--- src/logic/srlp_pkg.sv ---
// constants, register map and state types shared by the reset and low-power controller
package srlp_pkg;
    // bus geometry
    localparam int unsigned ADDR_W = 8;
    localparam int unsigned DATA_W = 32;

    // register byte offsets
    localparam logic [7:0] ADDR_CTRL   = 8'h00;  // low-power options
    localparam logic [7:0] ADDR_SRST   = 8'h04;  // soft-reset request
    localparam logic [7:0] ADDR_STATUS = 8'h08;  // levels and activity
    localparam logic [7:0] ADDR_IRQ    = 8'h0C;  // interrupt flag, write one to clear

    // control register fields
    localparam int unsigned CTRL_LOWPWR_BIT = 0;  // request quiescence while idle
    localparam int unsigned CTRL_KEEPCLK_BIT = 1; // keep clock requested while stopped
    localparam logic [1:0]  CTRL_RESET = 2'h0;

    // soft-reset register fields
    localparam int unsigned SRST_GO_BIT   = 0;    // start the sequence
    localparam int unsigned SRST_PRIV_BIT = 1;    // requested privilege after reset
    localparam int unsigned SRST_NS_BIT   = 2;    // requested non-secure after reset

    // status register fields
    localparam int unsigned STAT_PRIV_BIT  = 0;
    localparam int unsigned STAT_NS_BIT    = 1;
    localparam int unsigned STAT_BUSY_BIT  = 2;
    localparam int unsigned STAT_IRQ_BIT   = 3;
    localparam int unsigned STAT_TASK_BIT  = 4;
    localparam int unsigned STAT_QUEUE_BIT = 5;

    // interrupt register fields
    localparam int unsigned IRQ_DONE_BIT = 0;

    // internal reset held this many cycles
    localparam logic [1:0] RST_ASSERT_CYCLES = 2'h2;

    // soft-reset sequencer
    typedef enum logic [2:0] {
        SEQ_IDLE    = 3'b000,
        SEQ_DMA     = 3'b001,
        SEQ_ASSERT  = 3'b010,
        SEQ_RELEASE = 3'b011,
        SEQ_RAMCLR  = 3'b100,
        SEQ_UPDATE  = 3'b101
    } srlp_seq_e;

    // quiescence handshake
    typedef enum logic [1:0] {
        QCH_RUN     = 2'b00,
        QCH_STOPPED = 2'b01,
        QCH_DENIED  = 2'b10
    } srlp_qch_e;
endpackage

--- src/logic/srlp_qch.sv ---
// one quiescence handshake slave, used for clock and for power
`timescale 1ns/1ps
`default_nettype none
module srlp_qch
(
    // clock and reset
    input  wire logic clk,
    input  wire logic resetn,
    // device side
    input  wire logic allowQuiesce,
    input  wire logic wantActive,
    // controller side
    input  wire logic qreqn,
    output var  logic qacceptn,
    output var  logic qdeny,
    output var  logic qactive
);
    import srlp_pkg::*;

    srlp_qch_e state_reg;  // handshake phase

    // request, accept and deny sequence; accept only when quiescence allowed
    always_ff @(posedge clk or negedge resetn)
    begin
        if (!resetn)
        begin
            state_reg <= QCH_RUN;
            qacceptn  <= 1'b1;
            qdeny     <= 1'b0;
        end
        else
        begin
            case (state_reg)
                QCH_RUN:
                begin
                    if (!qreqn && allowQuiesce)
                    begin
                        state_reg <= QCH_STOPPED;
                        qacceptn  <= 1'b0;
                    end
                    else if (!qreqn)
                    begin
                        state_reg <= QCH_DENIED;
                        qdeny     <= 1'b1;
                    end
                end
                QCH_STOPPED:
                begin
                    // controller restores the clock or power before raising qreqn
                    if (qreqn)
                    begin
                        state_reg <= QCH_RUN;
                        qacceptn  <= 1'b1;
                    end
                end
                QCH_DENIED:
                begin
                    if (qreqn)
                    begin
                        state_reg <= QCH_RUN;
                        qdeny     <= 1'b0;
                    end
                end
                default:
                begin
                    state_reg <= QCH_RUN;
                    qacceptn  <= 1'b1;
                    qdeny     <= 1'b0;
                end
            endcase
        end
    end

    // activity hint registered so the port is glitch free
    always_ff @(posedge clk or negedge resetn)
    begin
        if (!resetn)
            qactive <= 1'b1;
        else
            qactive <= wantActive;
    end

    acceptAllowed_a: assert property (
        @(posedge clk) disable iff (!resetn)
        $fell(qacceptn) |-> $past(allowQuiesce) && !$past(qreqn))
        else $error("quiescence accepted while not allowed");

    denyRefused_a: assert property (
        @(posedge clk) disable iff (!resetn)
        (state_reg == QCH_RUN && !qreqn && !allowQuiesce) |=> qdeny && qacceptn)
        else $error("refused quiescence not denied");
endmodule
`default_nettype wire

--- src/logic/srlp_ctrl.sv ---
// boot straps, access checks, soft-reset sequencing and quiescence control
//
// Chosen here: the placing of the registers and the Wishbone register port.
`timescale 1ns/1ps
`default_nettype none
module srlp_ctrl
(
    // clock and reset
    input  wire logic                         clk,
    input  wire logic                         resetn,
    // wishbone slave with protection sideband
    input  wire logic                         wbCyc,
    input  wire logic                         wbStb,
    input  wire logic                         wbWe,
    input  wire logic [srlp_pkg::ADDR_W-1:0]  wbAdr,
    input  wire logic [3:0]                   wbSel,
    input  wire logic [srlp_pkg::DATA_W-1:0]  wbDatW,
    input  wire logic [2:0]                   wbProt,
    output var  logic [srlp_pkg::DATA_W-1:0]  wbDatR,
    output var  logic                         wbAck,
    // boot straps
    input  wire logic                         bootPrivilegeStrap,
    input  wire logic                         bootSecurityStrap,
    // core activity
    input  wire logic                         taskActive,
    input  wire logic                         queuePending,
    input  wire logic                         cmdQueueEmpty,
    input  wire logic                         coreStopped,
    input  wire logic                         jobDone,
    output var  logic                         irqOut,
    // memory masters
    input  wire logic                         axiBusy,
    output var  logic [2:0]                   arprot,
    output var  logic [2:0]                   awprot,
    // reset sequencing
    output var  logic                         dmaResetReq,
    input  wire logic                         dmaResetAck,
    output var  logic                         coreClkEn,
    output var  logic                         sysRstn,
    output var  logic                         ramClearReq,
    input  wire logic                         ramClearDone,
    // clock quiescence
    input  wire logic                         clkQreqn,
    output var  logic                         clkQacceptn,
    output var  logic                         clkQdeny,
    output var  logic                         clkQactive,
    // power quiescence
    input  wire logic                         pwrQreqn,
    output var  logic                         pwrQacceptn,
    output var  logic                         pwrQdeny,
    output var  logic                         pwrQactive
);
    import srlp_pkg::*;

    srlp_seq_e  seq_reg;                 // soft-reset sequencer
    logic [1:0] rstCnt_reg;              // cycles of internal reset
    logic       strapTaken_reg;          // straps captured since hard reset
    logic       currentPrivilegeLevel_reg;
    logic       currentNonsecureFlag_reg;
    logic       pendPriv_reg;            // levels to apply after soft reset
    logic       pendNs_reg;
    logic [1:0] ctrl_reg;                // low-power options
    logic       wbReq;                   // new bus request this cycle
    logic       wbWr;                    // new write this cycle
    logic       accessOk;                // protection permits the access
    logic       srstGo;                  // accepted soft-reset request
    logic       irqClr;                  // software clears the flag
    logic       idle;                    // nothing to do
    logic       quiesceOk;               // quiescence may be accepted
    logic       lowPwrWanted;            // ask controllers to quiesce

    // bus decode; ack drops the cycle after it is given
    assign wbReq  = wbCyc && wbStb && !wbAck;
    assign wbWr   = wbReq && wbWe && wbSel[0];
    // privilege at least current, non-secure not above current
    assign accessOk = (wbProt[0] >= currentPrivilegeLevel_reg) &&
                      (wbProt[1] <= currentNonsecureFlag_reg);
    assign srstGo = wbWr && (wbAdr == ADDR_SRST) && wbDatW[SRST_GO_BIT] &&
                    accessOk && (seq_reg == SEQ_IDLE);
    assign irqClr = wbWr && (wbAdr == ADDR_IRQ) && wbDatW[IRQ_DONE_BIT];

    // bus answer, one cycle after the request; unmapped reads give zero
    always_ff @(posedge clk or negedge resetn)
    begin
        if (!resetn)
        begin
            wbAck  <= 1'b0;
            wbDatR <= 32'h00000000;
        end
        else
        begin
            wbAck  <= wbReq;
            wbDatR <= 32'h00000000;
            if (wbReq && !wbWe)
            begin
                case (wbAdr)
                    ADDR_CTRL:   wbDatR[1:0] <= ctrl_reg;
                    ADDR_STATUS:
                    begin
                        wbDatR[STAT_PRIV_BIT]  <= currentPrivilegeLevel_reg;
                        wbDatR[STAT_NS_BIT]    <= currentNonsecureFlag_reg;
                        wbDatR[STAT_BUSY_BIT]  <= (seq_reg != SEQ_IDLE);
                        wbDatR[STAT_IRQ_BIT]   <= irqOut;
                        wbDatR[STAT_TASK_BIT]  <= taskActive;
                        wbDatR[STAT_QUEUE_BIT] <= queuePending;
                    end
                    ADDR_IRQ:    wbDatR[IRQ_DONE_BIT] <= irqOut;
                    default:     wbDatR <= 32'h00000000;
                endcase
            end
        end
    end

    // control options; wiped while the internal reset is applied
    always_ff @(posedge clk or negedge resetn)
    begin
        if (!resetn)
            ctrl_reg <= CTRL_RESET;
        else if (seq_reg == SEQ_ASSERT)
            ctrl_reg <= CTRL_RESET;
        else if (wbWr && wbAdr == ADDR_CTRL && accessOk)
            ctrl_reg <= wbDatW[1:0];
    end

    // completion flag; a new completion beats a clear in the same cycle
    always_ff @(posedge clk or negedge resetn)
    begin
        if (!resetn)
            irqOut <= 1'b0;
        else if (jobDone)
            irqOut <= 1'b1;
        else if (seq_reg == SEQ_ASSERT)
            irqOut <= 1'b0;
        else if (irqClr && accessOk)
            irqOut <= 1'b0;
    end

    // requested levels, capped by the requester's own protection
    always_ff @(posedge clk or negedge resetn)
    begin
        if (!resetn)
        begin
            pendPriv_reg <= 1'b0;
            pendNs_reg   <= 1'b1;
        end
        else if (srstGo)
        begin
            pendPriv_reg <= wbDatW[SRST_PRIV_BIT] & wbProt[0];
            pendNs_reg   <= wbDatW[SRST_NS_BIT] | wbProt[1];
        end
    end

    // current levels: straps after hard reset, pending after soft reset
    always_ff @(posedge clk or negedge resetn)
    begin
        if (!resetn)
        begin
            strapTaken_reg            <= 1'b0;
            currentPrivilegeLevel_reg <= 1'b0;
            currentNonsecureFlag_reg  <= 1'b1;
        end
        else if (!strapTaken_reg)
        begin
            // caught after release, never through the async reset
            strapTaken_reg            <= 1'b1;
            currentPrivilegeLevel_reg <= bootPrivilegeStrap;
            currentNonsecureFlag_reg  <= bootSecurityStrap;
        end
        else if (seq_reg == SEQ_UPDATE)
        begin
            currentPrivilegeLevel_reg <= pendPriv_reg;
            currentNonsecureFlag_reg  <= pendNs_reg;
        end
    end

    // memory-bus protection: data access, with the current non-secure and privilege levels
    always_ff @(posedge clk or negedge resetn)
    begin
        if (!resetn)
        begin
            arprot <= 3'h2;
            awprot <= 3'h2;
        end
        else
        begin
            arprot <= {1'b0, currentNonsecureFlag_reg, currentPrivilegeLevel_reg};
            awprot <= {1'b0, currentNonsecureFlag_reg, currentPrivilegeLevel_reg};
        end
    end

    // soft-reset sequence: notify DMA, drain, reset, clear RAMs, update
    always_ff @(posedge clk or negedge resetn)
    begin
        if (!resetn)
        begin
            seq_reg     <= SEQ_IDLE;
            rstCnt_reg  <= 2'h0;
            dmaResetReq <= 1'b0;
            coreClkEn   <= 1'b1;
            sysRstn     <= 1'b1;
            ramClearReq <= 1'b0;
        end
        else
        begin
            case (seq_reg)
                SEQ_IDLE:
                begin
                    if (srstGo)
                    begin
                        seq_reg     <= SEQ_DMA;
                        dmaResetReq <= 1'b1;
                    end
                end
                SEQ_DMA:
                begin
                    // masters must be quiet before the reset cuts them
                    if (dmaResetAck && !axiBusy)
                    begin
                        seq_reg     <= SEQ_ASSERT;
                        dmaResetReq <= 1'b0;
                        coreClkEn   <= 1'b0;
                        sysRstn     <= 1'b0;
                        rstCnt_reg  <= 2'h1;
                    end
                end
                SEQ_ASSERT:
                begin
                    if (rstCnt_reg >= RST_ASSERT_CYCLES)
                    begin
                        seq_reg <= SEQ_RELEASE;
                        sysRstn <= 1'b1;
                    end
                    else
                        rstCnt_reg <= rstCnt_reg + 2'h1;
                end
                SEQ_RELEASE:
                begin
                    // RAM clearing needs the clock back
                    seq_reg     <= SEQ_RAMCLR;
                    coreClkEn   <= 1'b1;
                    ramClearReq <= 1'b1;
                end
                SEQ_RAMCLR:
                begin
                    if (ramClearDone)
                    begin
                        seq_reg     <= SEQ_UPDATE;
                        ramClearReq <= 1'b0;
                    end
                end
                SEQ_UPDATE:
                    seq_reg <= SEQ_IDLE;
                default:
                begin
                    seq_reg     <= SEQ_IDLE;
                    dmaResetReq <= 1'b0;
                    coreClkEn   <= 1'b1;
                    sysRstn     <= 1'b1;
                    ramClearReq <= 1'b0;
                end
            endcase
        end
    end

    // quiescence policy; pending work also refuses, at some cost in savings
    assign idle = cmdQueueEmpty || coreStopped;
    assign quiesceOk = !taskActive && !queuePending &&
                       (seq_reg == SEQ_IDLE) && strapTaken_reg;
    assign lowPwrWanted = ctrl_reg[CTRL_LOWPWR_BIT] && idle && quiesceOk;

    // clock channel; the clock stays free running unless accepted here
    srlp_qch clkChan
    (
        .clk          (clk),
        .resetn       (resetn),
        .allowQuiesce (quiesceOk && !(ctrl_reg[CTRL_KEEPCLK_BIT] && coreStopped)),
        .wantActive   (!lowPwrWanted || (ctrl_reg[CTRL_KEEPCLK_BIT] && coreStopped)),
        .qreqn        (clkQreqn),
        .qacceptn     (clkQacceptn),
        .qdeny        (clkQdeny),
        .qactive      (clkQactive)
    );

    // power channel, independent of the clock channel
    srlp_qch pwrChan
    (
        .clk          (clk),
        .resetn       (resetn),
        .allowQuiesce (quiesceOk),
        .wantActive   (!lowPwrWanted),
        .qreqn        (pwrQreqn),
        .qacceptn     (pwrQacceptn),
        .qdeny        (pwrQdeny),
        .qactive      (pwrQactive)
    );

    strapPriv_a: assert property (
        @(posedge clk) disable iff (!resetn)
        $rose(strapTaken_reg) |-> currentPrivilegeLevel_reg == $past(bootPrivilegeStrap))
        else $error("privilege strap not captured");

    strapSec_a: assert property (
        @(posedge clk) disable iff (!resetn)
        $rose(strapTaken_reg) |-> currentNonsecureFlag_reg == $past(bootSecurityStrap))
        else $error("security strap not captured");

    levelCap_a: assert property (
        @(posedge clk) disable iff (!resetn)
        srstGo |=> (pendPriv_reg <= $past(wbProt[0])) && (pendNs_reg >= $past(wbProt[1])))
        else $error("soft reset raises level above requester");

    resetWipe_a: assert property (
        @(posedge clk) disable iff (!resetn)
        (seq_reg == SEQ_ASSERT && !jobDone) |=> ctrl_reg == CTRL_RESET && !irqOut)
        else $error("registers survive soft reset");

    drainWait_a: assert property (
        @(posedge clk) disable iff (!resetn)
        (seq_reg == SEQ_DMA && axiBusy) |=> seq_reg == SEQ_DMA && sysRstn)
        else $error("reset applied with bus traffic outstanding");

    protRefuse_a: assert property (
        @(posedge clk) disable iff (!resetn)
        (wbWr && wbAdr == ADDR_SRST && !accessOk && seq_reg == SEQ_IDLE) |=> seq_reg == SEQ_IDLE)
        else $error("unpermitted soft reset accepted");

    dmaHold_a: assert property (
        @(posedge clk) disable iff (!resetn)
        (seq_reg == SEQ_DMA && !dmaResetAck) |=> seq_reg == SEQ_DMA && dmaResetReq)
        else $error("reset advanced without DMA acknowledge");

    rstPulse_a: assert property (
        @(posedge clk) disable iff (!resetn)
        $fell(sysRstn) |-> !coreClkEn ##1 (!sysRstn && !coreClkEn) ##1 sysRstn ##1 ramClearReq)
        else $error("internal reset not two cycles then RAM clear");

    axiLevel_a: assert property (
        @(posedge clk) disable iff (!resetn)
        $changed(currentNonsecureFlag_reg) |=> arprot[1] == currentNonsecureFlag_reg && awprot == arprot)
        else $error("memory protection does not follow level");

    irqWins_a: assert property (
        @(posedge clk) disable iff (!resetn)
        jobDone |=> irqOut)
        else $error("completion lost");

    busyRefuse_a: assert property (
        @(posedge clk) disable iff (!resetn)
        taskActive |=> clkQacceptn && pwrQacceptn)
        else $error("quiescence accepted during task");
endmodule
`default_nettype wire

--- config.mk ---
export PLATFORM = sky130hd
export DESIGN_NAME = srlp_ctrl
export DESIGN_NICKNAME = d
export VERILOG_FILES = /design/src/logic/srlp_pkg.sv /design/src/logic/srlp_qch.sv /design/src/logic/srlp_ctrl.sv
export SDC_FILE = /design/constraint.sdc
export NUM_CORES = 1
export LEC_CHECK = 0
export BUFFER_PORTS_ARGS = -buffer_cell sky130_fd_sc_hd__buf_2
export CAP_MARGIN = 20
export CORE_UTILIZATION = 48
export CTS_CLUSTER_SIZE = 28
export DETAILED_ROUTE_END_ITERATION = 7
export MAX_ROUTING_LAYER = met4
export PLACE_DENSITY = 0.84
export RECOVER_POWER = 100
export SYNTH_ARGS = -nofsm -noshare
export SYNTH_HDL_FRONTEND = slang
export SYNTH_SLANG_ARGS = --single-unit
--- constraint.sdc ---
create_clock -name clk -period 4.3 [get_ports clk]
set_clock_uncertainty 0.15 [all_clocks]
set_input_delay 0.86 -clock clk [delete_from_list [all_inputs] [get_ports clk]]
set_output_delay 0.86 -clock clk [all_outputs]
set_load 0.02 [all_outputs]
After elaboration in Yosys (flattened, before gate mapping)

Cells that the tools add are included.
Widths: inputs -> output; s select.

Logic and storage cells: 183
Bits of input ports: 64
Output and inout bits: 50
Flip-flop bits (word level): 36

Eq/ne operators: 32
Muxes and demuxes: 51
Add/sub/neg operators: 1
Magnitude comparators: 3
Reductions and logical operators: 62
Bitwise operators: 10

Operators by type and width:

| operator           | count |
|---|---|
| $logic_and 1x1->1  | 25 |
| $ne 2x2->1 const B | 12 |
| $pmux 1 s3         | 8 |
| $mux 1             | 21 |
| $mux 2             | 10 |
| $eq 8x4->1 const B | 2 |
| $reduce_or 4->1    | 4 |
| $pmux 3 s5         | 1 |
| $reduce_and 3->1   | 5 |
| $mux 3             | 4 |
| $ne 2x1->1 const B | 6 |
| $pmux 2 s2         | 3 |
| $reduce_and 4->1   | 3 |
| $logic_not 1->1    | 9 |
| $eq 8x3->1 const B | 1 |
| $logic_not 8->1    | 1 |
| $not 1->1          | 8 |
| $reduce_and 2->1   | 4 |
| $eq 3x2->1 const B | 2 |
| $eq 3x3->1 const B | 2 |
| $mux 6             | 1 |
| $ne 3x2->1 const B | 2 |
| $reduce_bool 3->1  | 2 |
| $eq 2x1->1 const B | 2 |
| 15 further kinds   | 21 |

Logic depth before layout (Yosys ltp)

Depth after elaboration: 10
Gate-level depth with buffers: 6
Gate-level depth less buffers: 6

Modules after synthesis

A second synthesis with hierarchy kept.

Cell total of the unflattened synthesis: 216
Area, all modules: 2112.0 µm²

Modules (own cells, without submodules):

| module    | instances | sequential area each (µm²) | cells an instance | area an instance (µm²) |
|---|---|---|---|---|
| srlp_ctrl | 1         | 656.9                      | 160               | 1511.4 |
| srlp_qch  | 2         | 127.6                      | 28                | 300.3 |

Worst setup path before layout

No wires, ideal clock.

Kind: input-to-reg
Start: in wbAdr[1] in the netlist's numbering
End: reg irqOut
Slack: 2260 ps
Arrival time: 1770 ps
Buffers on the path: 1
Setup time: 120 ps
Required time: 4030 ps
Cell stages on the path: 5
Cells stage by stage: nor4_4 > and3_1 > buf_4 > nand4_1 > a31o_1

Cells in the longest elaborated chain, start to end: 5

RTL lines:

| element                        | RTL line         | text |
|---|---|---|
| from (decl)                    | srlp_ctrl.sv:15  | `input wire logic [srlp_pkg::ADDR_W-1:0] wbAdr,` |
| $eq 8x4->1                     | srlp_ctrl.sv:80  | `assign irqClr = wbWr && (wbAdr == ADDR_IRQ) && wbDatW[IRQ_DONE_BIT];` |
| $logic_and 1x1->1 (2 in a row) | srlp_ctrl.sv:80  |  |
| $logic_and 1x1->1              | srlp_ctrl.sv:134 | `else if (irqClr && accessOk)` |
| $reduce_bool 3->1 (no line)    | -                |  |
| to (signal assigned)           | srlp_ctrl.sv:131 | `irqOut <= 1'b1;` |
| to (signal assigned)           | srlp_ctrl.sv:133 | `irqOut <= 1'b0;` |
| to (signal assigned)           | srlp_ctrl.sv:135 | `irqOut <= 1'b0;` |
| to (decl)                      | srlp_ctrl.sv:30  | `output var logic irqOut,` |

No other way between the ends.
A chain may end at the register's enable or synchronous reset.

==> results.sh <==
export IMPL_outcome="complete, but fails checks"
export IMPL_failed_checks="capacitance limit, slew limit"
export IMPL_path_delay_family="buffers and inverters"
export IMPL_grt_max_degree=37
export IMPL_drt_met1_wl_mm=1.73
export IMPL_cp_arrival_ns=2.19
export IMPL_rsz0062_at_grt="no"
export IMPL_max_cap_violations=1
export IMPL_wire_per_inst_um=12.4
export IMPL_synth_avg_cell_area_um2=9.87
export IMPL_wl_mm=3.89
export IMPL_wl_met3_um=236
export IMPL_syn_area_um2=2090
export IMPL_fin_crit_ns=2.30
export IMPL_ant_nets=0
export IMPL_wl_met2_mm=1.87
export IMPL_hpwl_mm=2.86
export IMPL_port_buffers=52
export IMPL_start_kind="primary input"
export IMPL_cp_slowest_cell="clkbuf_1"
export IMPL_drc=0
export IMPL_yosysSeqAreaShare=0.436
export IMPL_grt_pass1_wl_mm=6.12
export IMPL_worst_path_max_fanout=36
export IMPL_cp_slowest_stage_delay_ns=1.31
export IMPL_power_frac_clock=0.249
export IMPL_relSlewSlack=-0.243
export IMPL_worstSetupPathType="primary input to async pin"
export IMPL_async_flop_share=1.00
export IMPL_swShare=0.373
export IMPL_leakage_uw=0.00110
export IMPL_crit_buf_inv=1
export IMPL_finalSetupTns_ns=0
export IMPL_synth_edf_count=0
export IMPL_synth_flop_cell="dfrtp_1"
export IMPL_power_density_nw_per_um2=511
export IMPL_crit_required_ns=4.19
export IMPL_finalCritPeriodShare=0.534
export IMPL_grt_usage=0.188
export IMPL_largest_reg_flops=6
export IMPL_rrSetupSlack_ns=2.26
export IMPL_irDropWorstVdd_v=0.000299
export IMPL_synth_cell_types=44
export IMPL_clock_root_buffer="clkbuf_8"
export IMPL_postCtsResizedCells=0
export IMPL_crit_chain="clkbuf_1"
export IMPL_numClockSinks=36
export IMPL_htreeDepth=2
export IMPL_antenna_cells=0
export IMPL_placed_area_um2=2260
export IMPL_worst_slew_pin_slew_ns=1.86
export IMPL_internal_power_uw=740
export IMPL_final_area_um2=2310
export IMPL_start_util=0.512
export IMPL_p_seq_frac=0.410
export IMPL_p_comb_frac=0.341
export IMPL_clkLatencyLatePin_ns=0.29
export IMPL_p_switching_uw=440
export IMPL_syn_inst=212
export IMPL_hold_class="flip-flop to flip-flop"
export IMPL_cts_max_path_buffers=2
export IMPL_slew_viol_final=37
export IMPL_end_kind="async pin"
export IMPL_clock_fmax_mhz=435
export IMPL_hold_viol=0
export IMPL_ys_ff_latch=36
export IMPL_die_area_um2=4630
export IMPL_antenna_found_initial=0
export IMPL_cts_tree="yes"
export IMPL_grt_pass1_vias=1338
export IMPL_ys_warn_count=0
export IMPL_placedCellCount=306
export IMPL_drive_gt1_frac=0.189
export IMPL_vias_per_cell=5.01
export IMPL_drt_iter0_drc=51
export IMPL_place_congestion=0.810
export IMPL_synthToLayoutAreaGrowth_pct=10.4
export IMPL_fp_coreArea_um2=4090
export IMPL_postCtsSetupBuffers=0
export IMPL_stdcell_count=314
export IMPL_numCtsBuffers=5
export IMPL_grt_ovfl_total=0
export IMPL_die_h_um=68.0
export IMPL_nFillCells=389
export IMPL_clk_pin_slew_ns=0.07
export IMPL_drt_first_pass_iters=6
export IMPL_via_count=1574
export IMPL_io_pins=114
export IMPL_finalSetupViolCount=0
export IMPL_rows=23
export IMPL_final_nets=334
export IMPL_cts_hold_fix_buffers=0
export IMPL_die_w_um=68.0
export IMPL_dr_max_layer_used="met4"
logic make-up after synthesis:
| kind of cell | synth area share |
|---|---|
| buf+inv | 0.144 |
| other cells | 0.00359 |
| simple gates | 0.196 |
| flops | 0.436 |
| mux | 0.0395 |
| compound gates | 0.139 |
| fa+ha+maj | 0.0419 |
stage by stage:
step | setup WS [ns] | util | power (uW) | hold slack, ns
5_1_grt | 1.57 | 0.565 | 1280 | 0.267
6_report | 2.00 | 0.565 | 1180 | 0.261
4_1_cts | 2.29 | 0.581 | 1200 | 0.240
2_1_floorplan | 2.26 | - | 819 | 0.217
3_3_place_gp | 2.02 | 0.554 | 890 | 0.230
3_5_place_dp | 2.00 | 0.554 | 906 | 0.230
synthesized netlist by cell type, types with 2 or more instances:
cell type	number	area, um2
a22o_1	2	17.5
a21oi_1	15	75.1
nand4_1	3	18.8
nand3_1	4	20.0
a211oi_1	2	15.0
and2_1	5	31.3
nor2b_1	8	50.1
o21ai_0	9	45.0
conb_1	2	7.51
mux2_2	2	22.5
buf_2	3	15.0
a21o_1	3	22.5
ha_1	7	87.6
nand2_1	7	26.3
nand4b_1	2	17.5
nor2_1	18	67.6
dfrtp_1	27	676
nor4_4	2	42.5
o22ai_1	2	12.5
a32o_1	2	20.0
mux2i_1	6	60.1
o31ai_1	2	15.0
inv_1	13	48.8
nor3_1	6	30.0
buf_4	31	233
and3_1	2	12.5
dfstp_2	9	236
a22oi_1	2	15.0
worst register-to-register path, delay by kind of cell (launching register included):
kind / cells / cell delay [ns]
AO/OA/AOI/OAI: 1 / 0.32
flip-flops: 1 / 0.56
AND/OR/NAND/NOR: 2 / 0.91
cell type report:
class | count | area [um2] | share of cell area
clock buffer | 6 | 72.6 | 0.0314
tap | 50 | 62.6 | 0.0271
timing repair buffer | 52 | 230 | 0.0997
clock inverter | 2 | 35.0 | 0.0152
multi-input combinational | 155 | 948 | 0.411
sequential | 36 | 912 | 0.395
inverter | 13 | 48.8 | 0.0211
cell usage in the layout (no fill, tap or decap), types with 3 or more instances in the layout:
master / n
nor2b_1: 8
a21o_1: 3
o21ai_0: 9
dfstp_2: 8
mux2i_1: 6
inv_1: 13
dfrtp_1: 27
a21oi_1: 15
nand4_1: 4
nand2_1: 7
nor3_1: 7
clkbuf_1: 25
buf_2: 28
clkbuf_8: 5
nand3_1: 4
conb_1: 29
ha_1: 7
and2_1: 3
nor2_1: 18
path summary, 6_finish.rpt:
kind	cells after the start	end	from
worst max-delay path	1	rstCnt_reg[0]$_DFFE_PN0P_	resetn
worst min-delay path	0	awprot[1]$_DFF_PN1_	currentNonsecureFlag_reg$_DFFE_PN1P_
worst max register to register	3	clkChan.state_reg[1]$_DFFE_PN0P_	seq_reg[1]$_DFFE_PN0P_
worst min register to register	0	awprot[1]$_DFF_PN1_	currentNonsecureFlag_reg$_DFFE_PN1P_
max in group clk	5	wbDatR[2]$_DFF_PN0_	wbAdr[1]
min in group asynchronous	1	clkChan.state_reg[0]$_DFFE_PN0P_	resetn
power by group through the flow:
stage	clock [uW]	combinational, uW	sequential, uW
final	294	402	484
after global routing	318	461	498
after CTS	300	420	485
after detailed placement	0	416	490
after global placement	0	403	487
after floorplan	0	320	498
routing by layer:
layer  track usage  vias to the layer above
met5             -                        -
met4        0.0911                        0
met3        0.0433                        8
met2         0.289                       58
met1         0.232                      728
li1              -                      780
Note: power is estimated with default switching activity, not from simulation.
